===== config.mk =====
export PLATFORM = sky130hd
export DESIGN_NAME = srx_rx_status
export DESIGN_NICKNAME = d
export VERILOG_FILES = /design/src/include/srx_pkg.sv /design/src/include/srx_arb_if.sv /design/src/rtl/srx_arbiter.sv /design/src/rtl/srx_rx_status.sv
export SDC_FILE = /design/constraint.sdc
export NUM_CORES = 1
export LEC_CHECK = 0
export ABC_AREA = 1
export BUFFER_PORTS_ARGS = -buffer_cell sky130_fd_sc_hd__buf_2
export CORE_MARGIN = 5
export CORE_UTILIZATION = 46
export DETAILED_ROUTE_END_ITERATION = 10
export PLACE_DENSITY = 0.75
export SKIP_CTS_REPAIR_TIMING = 1
export SYNTH_ARGS = -nofsm -noshare
export SYNTH_HDL_FRONTEND = slang
export SYNTH_SLANG_ARGS = --single-unit

===== constraint.sdc =====
create_clock -name clk_i -period 1.8 [get_ports clk_i]
set_clock_uncertainty 0.15 [all_clocks]
set_input_delay 0.09 -clock clk_i [delete_from_list [all_inputs] [get_ports clk_i]]
set_output_delay 0.09 -clock clk_i [all_outputs]
set_load 0.05 [all_outputs]

===== src/include/srx_pkg.sv =====
// Purpose: Shared constants for the receive status and arbiter block
// Assumes: 32-bit Avalon-MM register words, byte addresses
// Notes: Offsets are word aligned; narrow registers sit in the low bits
package srx_pkg;

    // =====================================================================
    // Bus geometry
    localparam int SRX_AW = 5;
    localparam int SRX_DW = 32;

    // =====================================================================
    // Register byte offsets
    localparam logic [4:0] SRX_OFS_STAT_ONE = 5'h00;
    localparam logic [4:0] SRX_OFS_STAT_TWO = 5'h04;
    localparam logic [4:0] SRX_OFS_DATA = 5'h08;
    localparam logic [4:0] SRX_OFS_ARB_CTRL = 5'h0C;
    localparam logic [4:0] SRX_OFS_ARB_CNT = 5'h10;
    localparam logic [4:0] SRX_OFS_CTRL_THREE = 5'h14;
    localparam logic [4:0] SRX_OFS_IRQ_STAT = 5'h18;
    localparam logic [4:0] SRX_OFS_CONFIG = 5'h1C;

    // =====================================================================
    // Field positions
    // receive_status_one
    localparam int SRX_S1_PE = 0;
    localparam int SRX_S1_FE = 1;
    localparam int SRX_S1_NF = 2;
    localparam int SRX_S1_RFULL = 5;
    // receive_status_two
    localparam int SRX_S2_RPF = 0;
    localparam int SRX_S2_BKF = 1;
    // arbiter_control
    localparam int SRX_AC_MEASUREMENT_DONE_FLAG = 0;
    localparam int SRX_AC_ARBITRATION_LOST_FLAG = 1;
    localparam int SRX_AC_ACLK = 5;
    localparam int SRX_AC_AM_LO = 6;
    localparam int SRX_AC_AM_HI = 7;
    // Event layout shared by irq status and serial_control_three mask
    localparam int SRX_EV_NF = 0;
    localparam int SRX_EV_FE = 1;
    localparam int SRX_EV_PE = 2;
    localparam int SRX_EV_ARBITRATION_LOST_FLAG = 3;
    localparam int SRX_EV_MEASUREMENT_DONE_FLAG = 4;
    localparam int SRX_EV_W = 5;
    // configuration_two
    localparam int SRX_CF_BDSRC = 0;

    // =====================================================================
    // Arbiter modes and reset values
    localparam logic [1:0] SRX_AM_IDLE = 2'h0;
    localparam logic [1:0] SRX_AM_MEAS = 2'h1;
    localparam logic [1:0] SRX_AM_ARB = 2'h2;
    localparam logic [1:0] SRX_AM_RSVD = 2'h3;
    localparam logic [1:0] SRX_RST_AM = 2'h0;
    localparam logic [4:0] SRX_RST_MASK = 5'h00;
    localparam int SRX_ARB_CW = 9;
    localparam int SRX_DIV_QUARTER = 4;
    localparam int SRX_PRESC_DIV = 16;

endpackage


===== src/include/srx_arb_if.sv =====
// Purpose: Link between the status block and its arbiter counter
// Assumes: Both ends on clk_i
// Notes: Pulses are one clock wide
`timescale 1ns/1ps
`default_nettype none
interface srx_arb_if;
    logic [1:0] mode;
    logic aclk;
    logic presc_tick;
    logic rxd;
    logic tx_bit;
    logic tx_strobe;
    logic lost_set;
    logic fin_set;
    logic [9:0] count;

    modport ctrl (
        output mode, aclk, presc_tick, rxd, tx_bit, tx_strobe,
        input lost_set, fin_set, count
    );
    modport arb (
        input mode, aclk, presc_tick, rxd, tx_bit, tx_strobe,
        output lost_set, fin_set, count
    );
endinterface
`default_nettype wire


===== src/rtl/srx_arbiter.sv =====
// Purpose: Arbiter counter with idle, measurement and arbitration modes
// Assumes: rxd already synchronised, presc_tick a one-cycle pulse
// Notes: Reserved mode behaves as idle
`timescale 1ns/1ps
`default_nettype none
module srx_arbiter
    import srx_pkg::*;
#(
    parameter int CW = srx_pkg::SRX_ARB_CW
)
(
    // Clock and reset
    input wire logic clk_i,
    input wire logic rst_n_i,
    // Control link
    srx_arb_if.arb arb
);
    import srx_pkg::*;

    typedef struct packed {
        logic [1:0] bdiv;
        logic [1:0] pdiv;
        logic [CW-1:0] cnt;
        logic ovf;
        logic run;
        logic done;
        logic rx_prev;
        logic lost_set;
        logic fin_set;
    } srx_arb_st_t;

    srx_arb_st_t q, d;
    logic tick;
    logic fall;
    logic edge_seen;

    // =====================================================================
    // Next state
    always_comb
    begin
        d = q;
        d.lost_set = 1'b0;
        d.fin_set = 1'b0;
        d.rx_prev = arb.rxd;
        d.bdiv = q.bdiv + 2'h1;
        if (arb.presc_tick)
        begin
            d.pdiv = q.pdiv + 2'h1;
        end
        // Quarter of prescaler clock or bus clock over four
        tick = arb.aclk ? (arb.presc_tick && q.pdiv == 2'h3) : (q.bdiv == 2'h3);
        fall = q.rx_prev && !arb.rxd;
        edge_seen = q.rx_prev ^ arb.rxd;
        unique case (arb.mode)
            SRX_AM_MEAS:
            begin
                if (!q.run && !q.done && fall)
                begin
                    d.run = 1'b1;
                    d.cnt = '0;
                    d.ovf = 1'b0;
                end
                else if (q.run && edge_seen)
                begin
                    d.run = 1'b0;
                    d.done = 1'b1;
                    d.fin_set = 1'b1;
                end
            end
            SRX_AM_ARB:
            begin
                d.run = 1'b1;
                // Transmitted one read back as zero loses the bus
                if (arb.tx_strobe && arb.tx_bit && !arb.rxd)
                begin
                    d.lost_set = 1'b1;
                end
            end
            SRX_AM_IDLE, SRX_AM_RSVD:
            begin
                d.run = 1'b0;
                d.done = 1'b0;
                d.cnt = '0;
                d.ovf = 1'b0;
            end
        endcase
        if (q.run && d.run && tick)
        begin
            // Nine bits plus sticky overflow
            {d.ovf, d.cnt} = {q.ovf, q.cnt} + {1'b0, {(CW-1){1'b0}}, 1'b1};
            if (q.ovf)
            begin
                d.ovf = 1'b1;
            end
        end
    end

    // =====================================================================
    // State register
    always_ff @(posedge clk_i)
    begin
        if (!rst_n_i)
        begin
            q <= '0;
            // Idle line level, so no false edge right after reset
            q.rx_prev <= 1'b1;
        end
        else
        begin
            q <= d;
        end
    end

    assign arb.lost_set = q.lost_set;
    assign arb.fin_set = q.fin_set;
    assign arb.count = 10'({q.ovf, q.cnt});

endmodule
`default_nettype wire


===== src/rtl/srx_rx_status.sv =====
// Purpose: Receive status flags, arbiter control and register slave
// Assumes: Receiver core events arrive as one-cycle pulses on clk_i
// Notes: Pins rxd_i and osc_clk_i pass two flip-flops before use
`timescale 1ns/1ps
`default_nettype none

module srx_rx_status
    import srx_pkg::*;
#(
    parameter int PRESC_DIV = srx_pkg::SRX_PRESC_DIV
)
(
    // Clock and reset
    input wire logic clk_i,
    input wire logic rst_n_i,
    // Avalon-MM slave
    input wire logic [srx_pkg::SRX_AW-1:0] address_i,
    input wire logic read_i,
    input wire logic write_i,
    input wire logic [3:0] byteenable_i,
    input wire logic [srx_pkg::SRX_DW-1:0] writedata_i,
    output logic [srx_pkg::SRX_DW-1:0] readdata_o,
    output logic waitrequest_o,
    // Pins
    input wire logic rxd_i,
    input wire logic osc_clk_i,
    // Receiver core events
    input wire logic noise_evt_i,
    input wire logic frame_err_evt_i,
    input wire logic parity_err_evt_i,
    input wire logic break_evt_i,
    input wire logic rx_full_evt_i,
    input wire logic start_rt1_zero_i,
    input wire logic false_start_i,
    input wire logic idle_char_i,
    input wire logic [7:0] rx_data_i,
    // Transmit readback for arbitration
    input wire logic tx_bit_i,
    input wire logic tx_strobe_i,
    // Outputs
    output logic ninth_bit_clear_o,
    output logic irq_o
);
    import srx_pkg::*;

    localparam int PW = (PRESC_DIV > 1) ? $clog2(PRESC_DIV) : 1;
    localparam logic [PW-1:0] PRESC_LAST = PW'(PRESC_DIV - 1);

    typedef struct packed {
        logic rx_meta;
        logic rx_sync;
        logic osc_meta;
        logic osc_sync;
        logic osc_prev;
        logic [PW-1:0] presc_cnt;
        logic presc_tick;
        logic nf;
        logic fe;
        logic pe;
        logic break_flag;
        logic reception_active_flag;
        logic rfull;
        logic brk_armed;
        logic snap_nf;
        logic snap_fe;
        logic snap_pe;
        logic snap_bkf;
        logic [1:0] am;
        logic aclk;
        logic arbitration_lost_flag;
        logic measurement_done_flag;
        logic baud_src;
        logic [SRX_EV_W-1:0] mask;
        logic [SRX_EV_W-1:0] istat;
        logic wait_r;
        logic [SRX_DW-1:0] rdata;
        logic ninth_clr;
        logic irq;
    } srx_top_st_t;

    srx_top_st_t q, d;
    srx_arb_if arb_link ();

    logic start;
    logic wr_lo;
    logic rd_s1;
    logic rd_s2;
    logic rd_data;
    logic rd_istat;
    logic wr_actl;
    logic src_tick;
    logic brk_take;
    logic [SRX_EV_W-1:0] ev;
    logic [SRX_DW-1:0] rmux;

    // =====================================================================
    // Arbiter counter
    srx_arbiter #(
        .CW(SRX_ARB_CW)
    ) u_arbiter (
        .clk_i(clk_i),
        .rst_n_i(rst_n_i),
        .arb(arb_link.arb)
    );

    assign arb_link.mode = q.am;
    assign arb_link.aclk = q.aclk;
    assign arb_link.presc_tick = q.presc_tick;
    assign arb_link.rxd = q.rx_sync;
    assign arb_link.tx_bit = tx_bit_i;
    assign arb_link.tx_strobe = tx_strobe_i;

    // =====================================================================
    // Next state
    always_comb
    begin
        d = q;
        d.ninth_clr = 1'b0;
        d.presc_tick = 1'b0;

        // Pin synchronisers
        d.rx_meta = rxd_i;
        d.rx_sync = q.rx_meta;
        d.osc_meta = osc_clk_i;
        d.osc_sync = q.osc_meta;
        d.osc_prev = q.osc_sync;

        // Serial prescaler, source picked by baud source bit
        src_tick = q.baud_src ? (q.osc_sync && !q.osc_prev) : 1'b1;
        if (src_tick)
        begin
            if (q.presc_cnt == PRESC_LAST)
            begin
                d.presc_cnt = '0;
                d.presc_tick = 1'b1;
            end
            else
            begin
                d.presc_cnt = q.presc_cnt + PW'(1);
            end
        end

        // Bus decode; one access per request, answered next cycle
        start = (read_i || write_i) && q.wait_r;
        wr_lo = start && write_i && byteenable_i[0];
        rd_s1 = start && read_i && address_i == SRX_OFS_STAT_ONE;
        rd_s2 = start && read_i && address_i == SRX_OFS_STAT_TWO;
        rd_data = start && read_i && address_i == SRX_OFS_DATA;
        rd_istat = start && read_i && address_i == SRX_OFS_IRQ_STAT;
        wr_actl = start && write_i && address_i == SRX_OFS_ARB_CTRL;
        d.wait_r = !start;

        unique case (address_i)
            SRX_OFS_STAT_ONE:
            begin
                rmux = '0;
                rmux[SRX_S1_PE] = q.pe;
                rmux[SRX_S1_FE] = q.fe;
                rmux[SRX_S1_NF] = q.nf;
                rmux[SRX_S1_RFULL] = q.rfull;
            end
            SRX_OFS_STAT_TWO:
            begin
                rmux = '0;
                rmux[SRX_S2_RPF] = q.reception_active_flag;
                rmux[SRX_S2_BKF] = q.break_flag;
            end
            SRX_OFS_DATA:
            begin
                rmux = {24'h000000, rx_data_i};
            end
            SRX_OFS_ARB_CTRL:
            begin
                rmux = '0;
                rmux[SRX_AC_AM_HI] = q.am[1];
                rmux[SRX_AC_AM_LO] = q.am[0];
                rmux[SRX_AC_ACLK] = q.aclk;
                rmux[SRX_AC_ARBITRATION_LOST_FLAG] = q.arbitration_lost_flag;
                rmux[SRX_AC_MEASUREMENT_DONE_FLAG] = q.measurement_done_flag;
            end
            SRX_OFS_ARB_CNT:
            begin
                rmux = {22'h0, arb_link.count};
            end
            SRX_OFS_CTRL_THREE:
            begin
                rmux = {27'h0, q.mask};
            end
            SRX_OFS_IRQ_STAT:
            begin
                rmux = {27'h0, q.istat};
            end
            SRX_OFS_CONFIG:
            begin
                rmux = {31'h0, q.baud_src};
            end
            default:
            begin
                // Unmapped and unaligned addresses read zero
                rmux = '0;
            end
        endcase
        if (start)
        begin
            d.rdata = read_i ? rmux : '0;
        end

        // Two-step clears: remember which flags were seen set
        if (rd_s1)
        begin
            d.snap_nf = q.nf;
            d.snap_fe = q.fe;
            d.snap_pe = q.pe;
        end
        if (rd_s2)
        begin
            d.snap_bkf = q.break_flag;
        end
        if (rd_data)
        begin
            if (q.snap_nf)
            begin
                d.nf = 1'b0;
            end
            if (q.snap_fe)
            begin
                d.fe = 1'b0;
            end
            if (q.snap_pe)
            begin
                d.pe = 1'b0;
            end
            if (q.snap_bkf)
            begin
                d.break_flag = 1'b0;
            end
            d.snap_nf = 1'b0;
            d.snap_fe = 1'b0;
            d.snap_pe = 1'b0;
            d.snap_bkf = 1'b0;
            d.rfull = 1'b0;
        end

        // Control writes, low byte lane only; any arbiter control write clears the done flag
        if (wr_lo && address_i == SRX_OFS_ARB_CTRL)
        begin
            d.am = writedata_i[SRX_AC_AM_HI:SRX_AC_AM_LO];
            d.aclk = writedata_i[SRX_AC_ACLK];
            if (!writedata_i[SRX_AC_AM_HI])
            begin
                d.arbitration_lost_flag = 1'b0;
            end
        end
        if (wr_actl)
        begin
            d.measurement_done_flag = 1'b0;
        end
        if (wr_lo && address_i == SRX_OFS_CTRL_THREE)
        begin
            d.mask = writedata_i[SRX_EV_W-1:0];
        end
        if (wr_lo && address_i == SRX_OFS_CONFIG)
        begin
            d.baud_src = writedata_i[SRX_CF_BDSRC];
        end

        // Break re-arms only once the line is seen idle high
        if (q.rx_sync && !q.break_flag)
        begin
            d.brk_armed = 1'b1;
        end
        brk_take = break_evt_i && q.brk_armed;

        // Flag sets come last so a set beats a clear in the same cycle
        if (noise_evt_i)
        begin
            d.nf = 1'b1;
        end
        if (frame_err_evt_i || break_evt_i)
        begin
            d.fe = 1'b1;
        end
        if (parity_err_evt_i)
        begin
            d.pe = 1'b1;
        end
        if (rx_full_evt_i || break_evt_i)
        begin
            d.rfull = 1'b1;
        end
        if (brk_take)
        begin
            d.break_flag = 1'b1;
            d.brk_armed = 1'b0;
            d.ninth_clr = 1'b1;
        end
        if (false_start_i || idle_char_i)
        begin
            d.reception_active_flag = 1'b0;
        end
        if (start_rt1_zero_i)
        begin
            d.reception_active_flag = 1'b1;
        end
        if (arb_link.lost_set)
        begin
            d.arbitration_lost_flag = 1'b1;
        end
        if (arb_link.fin_set)
        begin
            d.measurement_done_flag = 1'b1;
        end

        // Sticky event bits; break raises the framing bit, reception active never interrupts
        ev = '0;
        ev[SRX_EV_NF] = noise_evt_i;
        ev[SRX_EV_FE] = frame_err_evt_i || break_evt_i;
        ev[SRX_EV_PE] = parity_err_evt_i;
        ev[SRX_EV_ARBITRATION_LOST_FLAG] = arb_link.lost_set;
        ev[SRX_EV_MEASUREMENT_DONE_FLAG] = arb_link.fin_set;
        if (rd_istat)
        begin
            d.istat = '0;
        end
        d.istat = d.istat | ev;
        // Mask bits double as the per-flag interrupt enables
        d.irq = |(d.istat & d.mask);
    end

    // =====================================================================
    // State register
    always_ff @(posedge clk_i)
    begin
        if (!rst_n_i)
        begin
            q <= '0;
            q.rx_meta <= 1'b1;
            q.rx_sync <= 1'b1;
            q.am <= SRX_RST_AM;
            q.mask <= SRX_RST_MASK;
            q.wait_r <= 1'b1;
        end
        else
        begin
            q <= d;
        end
    end

    // =====================================================================
    // Outputs, all straight from flip-flops
    assign readdata_o = q.rdata;
    assign waitrequest_o = q.wait_r;
    assign ninth_bit_clear_o = q.ninth_clr;
    assign irq_o = q.irq;

endmodule
`default_nettype wire


==> run summary <==
The global placement routability congestion was 0.855; the floorplan die width was 95.3 um. Entering global routing, the biggest net connects 32 pins. In this run the core area contains 31 standard-cell rows. The tools report the total standard cell area after synthesis as 3350 um2. Setup slack on the critical path of the routed design comes to 74.1 ps. The cell count after synthesis came out at 468. The worst setup path is of the flop to flop kind. The tools report the number of inserted filler cells in the final layout as 662. Buffers placed on the I/O ports in this run total 50.

The detailed-route vias per instance is 4.88. Counting cells, the worst reg-to-reg path comes to 7. The worst setup path is captured at a flop. In this run the worst path has a maximum fanout of 7. The run gives 0 as the number of antenna violations at the first check in global routing.

The clock period minus final worst setup slack is 1730 ps. 0 antenna diodes ended up in the layout. The checks that failed: hold timing. The worst slack after detailed placement came out at -25.2 ps. The sum of internal, switching and leakage power was 3.52 mW; the die outline height was 95.3 um. After routing the design area is 4130 um2.

After the last flow step, the layout net total stands at 619. The total I/O pin count was 100. The number of hold-slack violations in the final timing report was 2; the worst hold path depth was 4.

After detailed placement, the design holds a cell count of 612. The global router's overall resource usage is 0.186, and the required arrival time at the worst endpoint is 1930 ps. In the final layout, the multi-input gates occupy 1600 um2. The number of remaining DRC errors came out at 0. The average wire per cell in the routed design came out at 13.0 um. After global routing the overflow that remains totals 0.

The logs give 1850 ps for the critical path data arrival time and 0.413 for the sequential-to-total area share from yosys stat. For this design the ratio of total power to cell area is 852 nW/um2. The wire-length estimate of the detail-placed layout is 6010 um. Across the VDD grid, the largest voltage drop is 0.000536 V. The count of synthesis-stage warnings from yosys was 0. The number of max-slew violations in the final report was 0; the area used by sequential logic in the layout was 1380 um2. The standard cell core area is 7180 um2, and the share of Yosys cell area claimed by the top area cell type is 0.413. The highest clock rate came out at 579 MHz. The number of global-route vias before repair was 2889; the initial detailed-routing violation count was 183. Share of layout cells above drive strength 1: 0.202. After detailed routing, the total wire length is 8440 um. Synthesis inferred 69 register bits. The tightest min-delay check is of the input port to flop type.

Once detail routing completed, the nets flagged for antenna violations numbered 0. The maximum number of buffers from clock root to sink is 2. Summed over all instances, the cell type with the most area after synthesis is sky130_fd_sc_hd__dfxtp_1. The first global-routing pass estimated 13000 um of wire. The clock-pin slew on the worst setup and hold paths came out at 80 ps. The critical path startpoint category is a flop.

Dividing the synthesized area by the synthesized cell count gives 7.15 um2. The fraction of registers with async set or reset after synthesis is 0, and the clock sink count is 69. The die covers 9080 um2. The area growth from synthesis to layout was 23.4%; the final number of setup-violating endpoints was 0.

The static leakage power was 1.83 nW. TritonCTS built the clock tree. Ranked by total cell area, the synthesized netlist is headed by sky130_fd_sc_hd__dfxtp_1 (41%), sky130_fd_sc_hd__nand2_1 (14%), sky130_fd_sc_hd__buf_4 (7.4%), sky130_fd_sc_hd__a21oi_1 (6.4%), sky130_fd_sc_hd__inv_1 (5.5%).

Across the run, the number of max-cap violations was 0. The H-tree depth was 3. The number of distinct library cell variants in the gate-level netlist after synthesis is 36, and the clock insertion delay at the later pin of the skew report is 360 ps. The finished layout holds 649 standard cells, fillers aside. The dominant synthesized flop cell was sky130_fd_sc_hd__dfxtp_1. The starting utilization of the core area was 0.466; the number of optimization iterations in the first detailed-route pass was 6.

The share of the clock period used by the worst path works out to 0.959. Yosys mapped a number of flops with a built-in enable equal to 0. The run gives -45.2 ps as the worst hold slack after final layout. The flow ran to the end, but the final reports show violations. The tree is rooted in a sky130_fd_sc_hd__clkbuf_8. The run gives 3630 um2 as the post-detailed-placement cell area. In this run, CTS created clock tree buffers numbering 9. For this block, the via count after detailed routing is 3167.
-- metrics by stage --
step           TNS [ps]   util
3_3_place_gp          0  0.506
4_1_cts            -167  0.540
6_report              0  0.575
3_5_place_dp      -30.5  0.506
5_1_grt           -20.4  0.575
2_1_floorplan         0      -
-- report_power, final --
| group | internal, mW | total (mW) | switching (mW) |
|---|---|---|---|
| registers | 1.56 | 1.58 | 0.0222 |
| logic | 0.112 | 0.364 | 0.252 |
| clock network | 0.927 | 1.57 | 0.644 |
-- worst paths after layout --
kind                    startpoint                     end  slack (ps)
setup / recovery  arb_link.mode[0]  u_arbiter.arb.count[6]          70
hold / removal      writedata_i[7]        arb_link.mode[1]         -50
setup reg to reg  arb_link.mode[0]  u_arbiter.arb.count[6]          70
hold reg to reg              d[70]            arb_link.rxd         270
-- flip-flops by register name (all words and copies together) (netlist names) --
register,count
arb_link.aclk,1
arb_link.mode,2
arb_link.presc_tick,1
arb_link.rxd,1
d,3
irq_o,1
ninth_bit_clear_o,1
q,29
readdata_o,10
u_arbiter.arb.count,10
u_arbiter.arb.fin_set,1
u_arbiter.arb.lost_set,1
u_arbiter.q,7
waitrequest_o,1
-- layout by cell type, fill, tap and decap left out, types with 8 or more instances in the layout --
master	n
sky130_fd_sc_hd__buf_4	14
sky130_fd_sc_hd__buf_2	50
sky130_fd_sc_hd__ha_1	8
sky130_fd_sc_hd__conb_1	22
sky130_fd_sc_hd__nand3_1	24
sky130_fd_sc_hd__inv_1	48
sky130_fd_sc_hd__nor2_1	41
sky130_fd_sc_hd__dlygate4sd3_1	20
sky130_fd_sc_hd__clkbuf_8	9
sky130_fd_sc_hd__dfxtp_1	67
sky130_fd_sc_hd__nand2_1	123
sky130_fd_sc_hd__a21oi_1	40
sky130_fd_sc_hd__o21ai_0	19
-- per-layer routing --
| layer | global-route usage | part of all wire |
|---|---|---|
| met5 | 0 | 0 |
| met4 | 0.0769 | 0.020 |
| met3 | 0.0474 | 0.060 |
| met2 | 0.309 | 0.50 |
| met1 | 0.227 | 0.42 |
-- cell usage after synthesis (all sizes together), types with 6 or more instances --
cell	number
nand2	124
dfxtp	69
inv	54
nor2	49
a21oi	43
buf	33
nand3	26
o21ai	23
ha	9
clkbuf	7
nand4	6
-- worst max-delay path, stage by stage, from the launching register on --
cell	delay, ps
sky130_fd_sc_hd__dfxtp_1	370
sky130_fd_sc_hd__inv_1	70
sky130_fd_sc_hd__ha_1	240
sky130_fd_sc_hd__o211ai_1	280
sky130_fd_sc_hd__inv_2	100
sky130_fd_sc_hd__nor2_4	200
sky130_fd_sc_hd__nand2_1	90
sky130_fd_sc_hd__a21oi_1	160
-- cells by family (layout without fill, tap and decap cells) --
logic type | count (synthesis) | count (layout) | share of synthesized area
AO/OA/AOI/OAI | 78 | 78 | 0.128
other | 1 | 22 | 0.00112
flip-flops | 69 | 69 | 0.413
buffers and inverters | 95 | 156 | 0.144
XOR/XNOR | 3 | 3 | 0.00785
adder cells (fa/ha/maj) | 9 | 9 | 0.0337
AND/OR/NAND/NOR | 213 | 213 | 0.273
-- final cells by class --
class / count / area share
multi-input combinational: 325 / 0.388
sequential: 69 / 0.335
timing repair buffer: 85 / 0.137
inverter: 55 / 0.0500
clock buffer: 9 / 0.0300
clock inverter: 7 / 0.0300
tap: 99 / 0.0300
Note: power is estimated with default switching activity, not from simulation.
